[config.mk]
export PLATFORM = sky130hd
export DESIGN_NAME = tcc_timer16
export DESIGN_NICKNAME = d
export VERILOG_FILES = /design/src/rtl/tcc_pkg.sv /design/src/rtl/tcc_edge_sync.sv /design/src/rtl/tcc_prescaler.sv /design/src/rtl/tcc_timer16.sv
export SDC_FILE = /design/constraint.sdc
export NUM_CORES = 1
export LEC_CHECK = 0
export BUFFER_PORTS_ARGS = -buffer_cell sky130_fd_sc_hd__buf_2
export CORE_MARGIN = 8
export CORE_UTILIZATION = 55
export CTS_BUF_LIST = sky130_fd_sc_hd__clkbuf_16
export DETAILED_ROUTE_END_ITERATION = 10
export PLACE_DENSITY = 0.74
export SYNTH_ARGS = -nofsm -noshare
export SYNTH_HDL_FRONTEND = slang
export SYNTH_SLANG_ARGS = --single-unit
[constraint.sdc]
create_clock -name clk -period 8.9 [get_ports clk]
set_input_delay 0.89 -clock clk [delete_from_list [all_inputs] [get_ports clk]]
set_output_delay 0.89 -clock clk [all_outputs]
set_load 0.1 [all_outputs]
[src/rtl/tcc_pkg.sv]
package tcc_pkg;
   // register bus geometry
   localparam int ADDR_W = 3;
   localparam int DATA_W = 16;

   // register indices on the plain port
   localparam logic [2:0] ADDR_COUNT  = 3'h0;
   localparam logic [2:0] ADDR_CCA    = 3'h1;
   localparam logic [2:0] ADDR_CCB    = 3'h2;
   localparam logic [2:0] ADDR_MODE   = 3'h3;
   localparam logic [2:0] ADDR_CCCTL  = 3'h4;
   localparam logic [2:0] ADDR_OUTCTL = 3'h5;
   localparam logic [2:0] ADDR_PRESC  = 3'h6;

   // timer_mode_control fields
   localparam int MODE_OVF_BIT    = 0;
   localparam int MODE_TOGGLE_BIT = 1;
   localparam int MODE_RUN_LO_BIT = 2;
   localparam int MODE_RUN_HI_BIT = 3;

   // cc_control fields
   localparam int CC_A_MODE_BIT = 0;
   localparam int CC_A_TRIG_BIT = 1;
   localparam int CC_B_MODE_BIT = 2;

   // output_control fields
   localparam int OUT_ENABLE_BIT  = 0;
   localparam int OUT_INV_B_BIT   = 4;
   localparam int OUT_OS_EN_BIT   = 5;
   localparam int OUT_OS_TRIG_BIT = 6;

   // prescaler_mode fields
   localparam int PRESC_CLK_LSB    = 0;
   localparam int PRESC_EDGE_A_LSB = 4;
   localparam int PRESC_EDGE_B_LSB = 6;

   // run-mode encodings (hi, lo)
   localparam logic [1:0] RUN_STOP      = 2'h0;
   localparam logic [1:0] RUN_FREE      = 2'h1;
   localparam logic [1:0] RUN_CLR_EDGE  = 2'h2;
   localparam logic [1:0] RUN_CLR_MATCH = 2'h3;

   // valid-edge encodings
   localparam logic [1:0] EDGE_FALL = 2'h0;
   localparam logic [1:0] EDGE_RISE = 2'h1;
   localparam logic [1:0] EDGE_BOTH = 2'h3;

   // count clock select encodings
   localparam logic [1:0] CLK_DIV1   = 2'h0;
   localparam logic [1:0] CLK_DIV4   = 2'h1;
   localparam logic [1:0] CLK_DIV16  = 2'h2;
   localparam logic [1:0] CLK_DIV256 = 2'h3;

   // reset values and limits
   localparam logic [15:0] COUNT_RST = 16'h0000;
   localparam logic [15:0] CC_RST    = 16'h0000;
   localparam logic [15:0] COUNT_MAX = 16'hffff;
   localparam logic [7:0]  CTRL_RST  = 8'h00;
endpackage

[src/rtl/tcc_edge_sync.sv]
`timescale 1ns/1ps
`default_nettype none
module tcc_edge_sync
(
   // clock and reset
   input  wire logic clk,
   input  wire logic reset,
   // pin side
   input  wire logic pinIn,
   // edge pulses
   output logic      rise,
   output logic      fall
);
   logic meta_q;
   logic sync_q;
   logic last_q;

   // meta_q feeds sync_q only
   always_ff @(posedge clk or posedge reset)
   begin
      if (reset)
      begin
         meta_q <= 1'b0;
         sync_q <= 1'b0;
         last_q <= 1'b0;
      end
      else
      begin
         meta_q <= pinIn;
         sync_q <= meta_q;
         last_q <= sync_q;
      end
   end

   assign rise = sync_q & ~last_q;
   assign fall = ~sync_q & last_q;
endmodule
`default_nettype wire

[src/rtl/tcc_prescaler.sv]
`timescale 1ns/1ps
`default_nettype none
module tcc_prescaler
(
   // clock and reset
   input  wire logic       clk,
   input  wire logic       reset,
   // control
   input  wire logic       run,
   input  wire logic [1:0] sel,
   // count clock enable
   output logic            tick
);
   import tcc_pkg::*;

   logic [7:0] div_q;

   // restarts on stop so the first tick phase is predictable
   always_ff @(posedge clk or posedge reset)
   begin
      if (reset)
         div_q <= 8'h00;
      else if (!run)
         div_q <= 8'h00;
      else
         div_q <= div_q + 8'h01;
   end

   always_comb
   begin
      case (sel)
         CLK_DIV1:   tick = run;
         CLK_DIV4:   tick = run && (div_q[1:0] == 2'h3);
         CLK_DIV16:  tick = run && (div_q[3:0] == 4'hf);
         CLK_DIV256: tick = run && (div_q == 8'hff);
         default:    tick = 1'b0;
      endcase
   end
endmodule
`default_nettype wire

[src/rtl/tcc_timer16.sv]
// Overview of operation
// timer count is a 16-bit read-only register
// count increments by one on each count clock tick while running
// reading the count holds off that tick and returns the present value
// count is zero after reset and while both run-mode bits are zero
// edge clear-and-start mode clears count on each valid edge of input a
// match clear-and-start mode clears count when it equals register a
// one-shot mode: software trigger bit clears the count
// cc control bit 0: register a compare (0) or capture (1)
// cc control bit 2: register b compare (0) or capture (1)
// register a compare mode: equality with count raises match interrupt a
// register b compare mode: equality with count raises match interrupt b
// a captures input a opposite edge: 00 rising, 01 falling, 11 none
// a captures input b edge: 00 falling, 01 rising, 11 both
// software never programs edge code 10 in either field
// register b captures count on valid edge of input a
// software loads nonzero compare values in match clear mode
// compare value zero matches on step 0000 to 0001 after wrap
// compare value below count matches only after wrapping through zero
// capture register read during a capture returns old data, capture intact
// stop coinciding with capture: capture still takes the running count
// shared pin is either edge input b or timer output, never both
// reset clears both capture/compare registers
// timer runs whenever run-mode bits are nonzero, stops at zero
// external trigger pulses last over two count clock periods
// overflow flag sets on wrap from ffff when register a is ffff
// edge inputs are synchronised and edge-detected before use
`timescale 1ns/1ps
`default_nettype none
module tcc_timer16
(
   // clock and reset
   input  wire logic                      clk,
   input  wire logic                      reset,
   // register port
   input  wire logic [tcc_pkg::ADDR_W-1:0] regAddr,
   input  wire logic [tcc_pkg::DATA_W-1:0] regWrData,
   input  wire logic                      regWrite,
   input  wire logic                      regRead,
   output logic      [tcc_pkg::DATA_W-1:0] regRdData,
   // external edge input
   input  wire logic                      edgeInputA,
   // shared port pin
   input  wire logic                      sharedPinIn,
   output logic                           sharedPinOut,
   output logic                           sharedPinOe_n,
   // events and status
   output logic                           matchIrqA,
   output logic                           matchIrqB,
   output logic                           overflowFlag
);
   import tcc_pkg::*;

   logic [15:0] count_q;
   logic [15:0] ccA_q;
   logic [15:0] ccB_q;
   logic [1:0]  runMode_q;
   logic        toggleEdge_q;
   logic        ovf_q;
   logic [2:0]  ccCtl_q;
   logic        outEn_q;
   logic        invB_q;
   logic        osEn_q;
   logic [7:0]  presc_q;
   logic        toFlop_q;
   logic [15:0] rdData_q;
   logic        matchA_q;
   logic        matchB_q;
   logic wrCcA;
   logic wrCcB;
   logic wrMode;
   logic wrCcCtl;
   logic wrOut;
   logic wrPresc;
   logic running;
   logic tick;
   logic readHold;
   logic countStep;
   logic riseA;
   logic fallA;
   logic riseB;
   logic fallB;
   logic [1:0] edgeSelA;
   logic [1:0] edgeSelB;
   logic validA;
   logic validB;
   logic revA;
   logic capA;
   logic capB;
   logic eqA;
   logic eqB;
   logic matchA;
   logic matchB;
   logic clrEdge;
   logic clrMatch;
   logic osTrig;
   logic anyClear;
   logic ovfSet;
   logic toggleEv;
   // register port decode
   assign wrCcA   = regWrite && (regAddr == ADDR_CCA);
   assign wrCcB   = regWrite && (regAddr == ADDR_CCB);
   assign wrMode  = regWrite && (regAddr == ADDR_MODE);
   assign wrCcCtl = regWrite && (regAddr == ADDR_CCCTL);
   assign wrOut   = regWrite && (regAddr == ADDR_OUTCTL);
   assign wrPresc = regWrite && (regAddr == ADDR_PRESC);

   assign running  = (runMode_q != RUN_STOP);
   // the tick is dropped, not deferred, so a read in a tick cycle costs one count
   assign readHold = regRead && (regAddr == ADDR_COUNT) && running;
   assign countStep = tick && !readHold;

   tcc_prescaler u_presc
   (
      .clk   (clk),
      .reset (reset),
      .run   (running),
      .sel   (presc_q[PRESC_CLK_LSB +: 2]),
      .tick  (tick)
   );

   tcc_edge_sync u_syncA
   (
      .clk   (clk),
      .reset (reset),
      .pinIn (edgeInputA),
      .rise  (riseA),
      .fall  (fallA)
   );

   tcc_edge_sync u_syncB
   (
      .clk   (clk),
      .reset (reset),
      .pinIn (sharedPinIn),
      .rise  (riseB),
      .fall  (fallB)
   );

   function automatic logic validEdge(input logic [1:0] sel, input logic r, input logic f);
      case (sel)
         EDGE_FALL: validEdge = f;
         EDGE_RISE: validEdge = r;
         EDGE_BOTH: validEdge = r | f;
         default:   validEdge = 1'b0;
      endcase
   endfunction

   assign edgeSelA = presc_q[PRESC_EDGE_A_LSB +: 2];
   assign edgeSelB = presc_q[PRESC_EDGE_B_LSB +: 2];
   assign validA   = validEdge(edgeSelA, riseA, fallA);
   // pin driven as output: its input side is ignored
   assign validB   = validEdge(edgeSelB, riseB, fallB) && !outEn_q;

   // reverse phase of input a; both-edge setting captures nothing
   always_comb
   begin
      case (edgeSelA)
         EDGE_FALL: revA = riseA;
         EDGE_RISE: revA = fallA;
         default:   revA = 1'b0;
      endcase
   end

   assign capA = ccCtl_q[CC_A_MODE_BIT] && running &&
                 (ccCtl_q[CC_A_TRIG_BIT] ? revA : validB);
   assign capB = ccCtl_q[CC_B_MODE_BIT] && running && validA;

   // matching on the step out of the value gives the zero case for free
   assign eqA    = (count_q == ccA_q);
   assign eqB    = (count_q == ccB_q);
   assign matchA = !ccCtl_q[CC_A_MODE_BIT] && countStep && eqA;
   assign matchB = !ccCtl_q[CC_B_MODE_BIT] && countStep && eqB;

   assign clrEdge  = (runMode_q == RUN_CLR_EDGE) && validA;
   assign clrMatch = (runMode_q == RUN_CLR_MATCH) && countStep && eqA;
   assign osTrig   = wrOut && regWrData[OUT_OS_TRIG_BIT] &&
                     regWrData[OUT_OS_EN_BIT] && running;
   assign anyClear = clrEdge || clrMatch || osTrig;
   assign ovfSet   = countStep && (count_q == COUNT_MAX) &&
                     (ccA_q == COUNT_MAX);

   // timer count
   always_ff @(posedge clk or posedge reset)
   begin
      if (reset)
         count_q <= COUNT_RST;
      else if (!running)
         count_q <= COUNT_RST;
      else if (anyClear)
         count_q <= COUNT_RST;
      else if (countStep)
         count_q <= count_q + 16'h0001;
   end

   // capture wins over a software write in the same cycle
   always_ff @(posedge clk or posedge reset)
   begin
      if (reset)
         ccA_q <= CC_RST;
      else if (capA)
         ccA_q <= count_q;
      else if (wrCcA)
         ccA_q <= regWrData;
   end

   always_ff @(posedge clk or posedge reset)
   begin
      if (reset)
         ccB_q <= CC_RST;
      else if (capB)
         ccB_q <= count_q;
      else if (wrCcB)
         ccB_q <= regWrData;
   end

   // mode control
   always_ff @(posedge clk or posedge reset)
   begin
      if (reset)
      begin
         runMode_q    <= CTRL_RST[1:0];
         toggleEdge_q <= CTRL_RST[0];
      end
      else if (wrMode)
      begin
         runMode_q    <= {regWrData[MODE_RUN_HI_BIT], regWrData[MODE_RUN_LO_BIT]};
         toggleEdge_q <= regWrData[MODE_TOGGLE_BIT];
      end
   end

   // overflow: hardware set wins over a software clear
   always_ff @(posedge clk or posedge reset)
   begin
      if (reset)
         ovf_q <= CTRL_RST[0];
      else if (ovfSet)
         ovf_q <= 1'b1;
      else if (wrMode)
         ovf_q <= regWrData[MODE_OVF_BIT];
   end

   always_ff @(posedge clk or posedge reset)
   begin
      if (reset)
         ccCtl_q <= CTRL_RST[2:0];
      else if (wrCcCtl)
         ccCtl_q <= regWrData[2:0];
   end

   always_ff @(posedge clk or posedge reset)
   begin
      if (reset)
      begin
         outEn_q <= CTRL_RST[0];
         invB_q  <= CTRL_RST[0];
         osEn_q  <= CTRL_RST[0];
      end
      else if (wrOut)
      begin
         outEn_q <= regWrData[OUT_ENABLE_BIT];
         invB_q  <= regWrData[OUT_INV_B_BIT];
         osEn_q  <= regWrData[OUT_OS_EN_BIT];
      end
   end

   // edge code 10 is left to software to avoid; it simply never fires
   always_ff @(posedge clk or posedge reset)
   begin
      if (reset)
         presc_q <= CTRL_RST;
      else if (wrPresc)
         presc_q <= regWrData[7:0];
   end

   // timer output flip-flop
   assign toggleEv = matchA || (invB_q && matchB) ||
                     (toggleEdge_q && running && validA);

   always_ff @(posedge clk or posedge reset)
   begin
      if (reset)
         toFlop_q <= 1'b0;
      else if (toggleEv)
         toFlop_q <= ~toFlop_q;
   end

   // match events as registered one-cycle pulses
   always_ff @(posedge clk or posedge reset)
   begin
      if (reset)
      begin
         matchA_q <= 1'b0;
         matchB_q <= 1'b0;
      end
      else
      begin
         matchA_q <= matchA;
         matchB_q <= matchB;
      end
   end

   // read data; a coincident capture returns the pre-capture value
   always_ff @(posedge clk or posedge reset)
   begin
      if (reset)
         rdData_q <= 16'h0000;
      else if (regRead)
      begin
         case (regAddr)
            ADDR_COUNT:  rdData_q <= count_q;
            ADDR_CCA:    rdData_q <= ccA_q;
            ADDR_CCB:    rdData_q <= ccB_q;
            ADDR_MODE:   rdData_q <= {12'h000, runMode_q, toggleEdge_q, ovf_q};
            ADDR_CCCTL:  rdData_q <= {13'h0, ccCtl_q};
            ADDR_OUTCTL: rdData_q <= {10'h000, osEn_q, invB_q, 3'h0, outEn_q};
            ADDR_PRESC:  rdData_q <= {8'h00, presc_q};
            default:     rdData_q <= 16'h0000;
         endcase
      end
      else
         rdData_q <= 16'h0000;
   end

   assign regRdData     = rdData_q;
   assign sharedPinOut  = toFlop_q;
   assign sharedPinOe_n = ~outEn_q;
   assign matchIrqA     = matchA_q;
   assign matchIrqB     = matchB_q;
   assign overflowFlag  = ovf_q;
endmodule
`default_nettype wire

==> metrics <==
Pwr Total 1.52 mW; CP startpoint kind input port; DIE AREA about 13,000 um^2; Crit Path Category input port to flop; PortBufs between 40 and 50; Max Slew Vio Count 0; Worst path depth 7; CTS tree yes; reg2reg path depth 5; RSZ-0062 raised after global routing false; global-route wire length before repair 20,500 um; hold slack 351 ps; Buf/Inv on CP 1; share of cells above drive strength 1 18.1%; Die Wd 116 um; GP Congestion 0.870; Clock Pin Slew Worst Setup and Hold Paths 60 ps; Worst Setup End Kind flop; postcts setup bufs 0; fin crit share 34.2%; adder-cell area share of the yosys netlist 1.38%; area of the mapped netlist 5450 um^2; final setup fails 0; Worst path max stage delay approximately 900 ps; Starting DRT DRC Count 298; Post-Syn Instances 531; Comb pwr share between 30% and 40%; maxcap violations 0; Synth Register Bits 99; Sink Count a little under 100; most frequent cells in the layout dfrtp_1, nor2_1, mux2i_1; Post-layout nets 580; Tot GR Track Use 20.0%; Yosys cell types 52; vias per cell between 5 and 6; Min-Delay Path Depth 0; post-CTS sizing 0; Relative slew margins 25.1%; simple-gate area share of the yosys netlist approximately 15%; DP Wirelength just under 9000 um; worst-skew pair later-pin latency 350 ps; Pint ~0.94 mW; Hold WC Path Type flop to flop; via count 3,984; min Tclk post-route 3040 ps; Yosys Warn Count 0; multiplexer area fraction after synthesis 15.7%; Layout Utilization about three fifths; CTS root buffer clkbuf_16; Die Ht 116 um; sequential power share 46.0%; antenna violations before repair 0; Synth Area in Compound Gates 11.1%; Worst Path Arrival 3300 ps; Pwr per Cell Area around 260 nW/um^2; EDFF count, synth 0; Mapped Nets 562; Seq/Total Area, Yosys a little under half; setup TNS 0 ps; CP delay by family, top compound AO/OA/AOI/OAI gates; Initial Util 56.3%; Synth async-reset ratio 100%; H-tree depth 3; total wire length 12,600 um; worst-path cell chain buf_2, nor2b_4, nand3_1, o22ai_2, a311oi_4, nand2_1, o31ai_1; Post-Syn Area per Cell 10.3 um^2; P_sw 0.586 mW; achievable frequency 329 MHz; Layout area overhead 8.29%; core area 9680 um^2; worst clock skew 6.02 ps; crit path max fanout 27; worst vdd ir around 0.15 mV; CP max stage cell a311oi_4; P_leak 2.56 nW; WL per Instance between 15 and 20 um; Clk network pwr share between 20 and 25%; Num CTS Buffers 9; Bufs on Longest Clock Path 2; io pins 46; most common cell after layout, fill and taps aside dfrtp_1; Primary FF master, synth dfrtp_1; Row Count 36; gr ovfl total 0; Antenna Cells 0; Post-CTS Hold Buffers 0; worst slew pin tran roughly 1100 ps; switching share of power 38.5%; Fin. Hold Viols 0; vias in the first global route 3,901; DRT antenna net count 0; post-synthesis xor/xnor area fraction 6.27%; DRC 0; largest net degree at the start of global routing 65; largest family of logic cells by synthesized area multiplexers; First-pass DRT Iterations 5; worst endpoint required time 9160 ps; Non-Filler Instances 687; Inst Count DP 671; status finished, final reports clean
## synthesized netlist by cell type (all sizes together) (4+ instances only)
cell    number  area [um^2]
nor4         6         67.6
and2         5         31.3
o22ai        4         31.3
xor2        19          166
mux2        25          282
and3         8         50.1
dfrtp       99         2480
nand3       12         60.1
clkbuf       9         37.5
a21oi       39          199
nor2        54          203
o21ai       22          110
mux2i       53          531
nand2b       4         25.0
nor2b        9         63.8
nand4       14         87.6
nand2       37          139
xnor2       20          175
ha           6         75.1
inv         10         37.5
a22oi       12         90.1
buf         31          186
## cells by family (layout without fill, tap and decap cells)
logic type                 Yosys count  count (layout)
and+or+nand+nor                    162             162
DFF                                 99              99
AOI/OAI and AO/OA                   95              95
muxes                               80              80
buffers and inverters               50              73
xor gates and xnor gates            39              39
adders and majority gates            6               6
## area by class of cell
type,count,area (um^2)
inverter,10,40.0
sequential,99,2480
tap,133,166
timing repair buffer,47,240
fill,824,3780
multi-input combinational,382,2710
clock inverter,7,36.3
clock buffer,9,225
## state kept, by name (all words and copies together) (netlist names), 2 cells and up
signal and cells:
count_q 16, ccCtl_q 3, runMode_q 2, ccA_q 16, ccB_q 16, u_presc.div_q 8
regRdData 16, presc_q 8
## power by group through the flow
stage	clock (mW)	combinational, mW	sequential [mW]
final	0.353	0.470	0.701
after global routing	0.380	0.516	0.716
after CTS	0.361	0.472	0.699
after detailed placement	0	0.470	0.705
after global placement	0	0.458	0.702
after floorplan	0	0.325	0.734
## through the flow
stage | setup slack (ps) | cell area (um^2)
2_1_floorplan | 5420 | 5450
3_3_place_gp | 5660 | 5640
3_5_place_dp | 5530 | 5640
4_1_cts | 5900 | 5900
5_1_grt | 5680 | 5900
6_report | 5860 | 5900
## final timing paths
check	slack (ps)	from	to
hold reg to reg	350	u_syncB.meta_q	u_syncB.sync_q
max in group asynchronous	7200	reset	count_q[11]
setup / recovery	5860	regAddr[1]	count_q[9]
setup reg to reg	6270	runMode_q[1]	count_q[9]
hold / removal	350	u_syncB.meta_q	u_syncB.sync_q
min in group asynchronous	550	reset	u_syncB.last_q
## per-layer routing
layer	track usage, %	wire [um]	vias to the layer above
li1	-	-	1893
met1	25.5	5530	1967
met2	32.2	6090	113
met3	5.99	825	11
met4	5.43	112	0
met5	0	0	-
(Power assumes the default switching activity.)
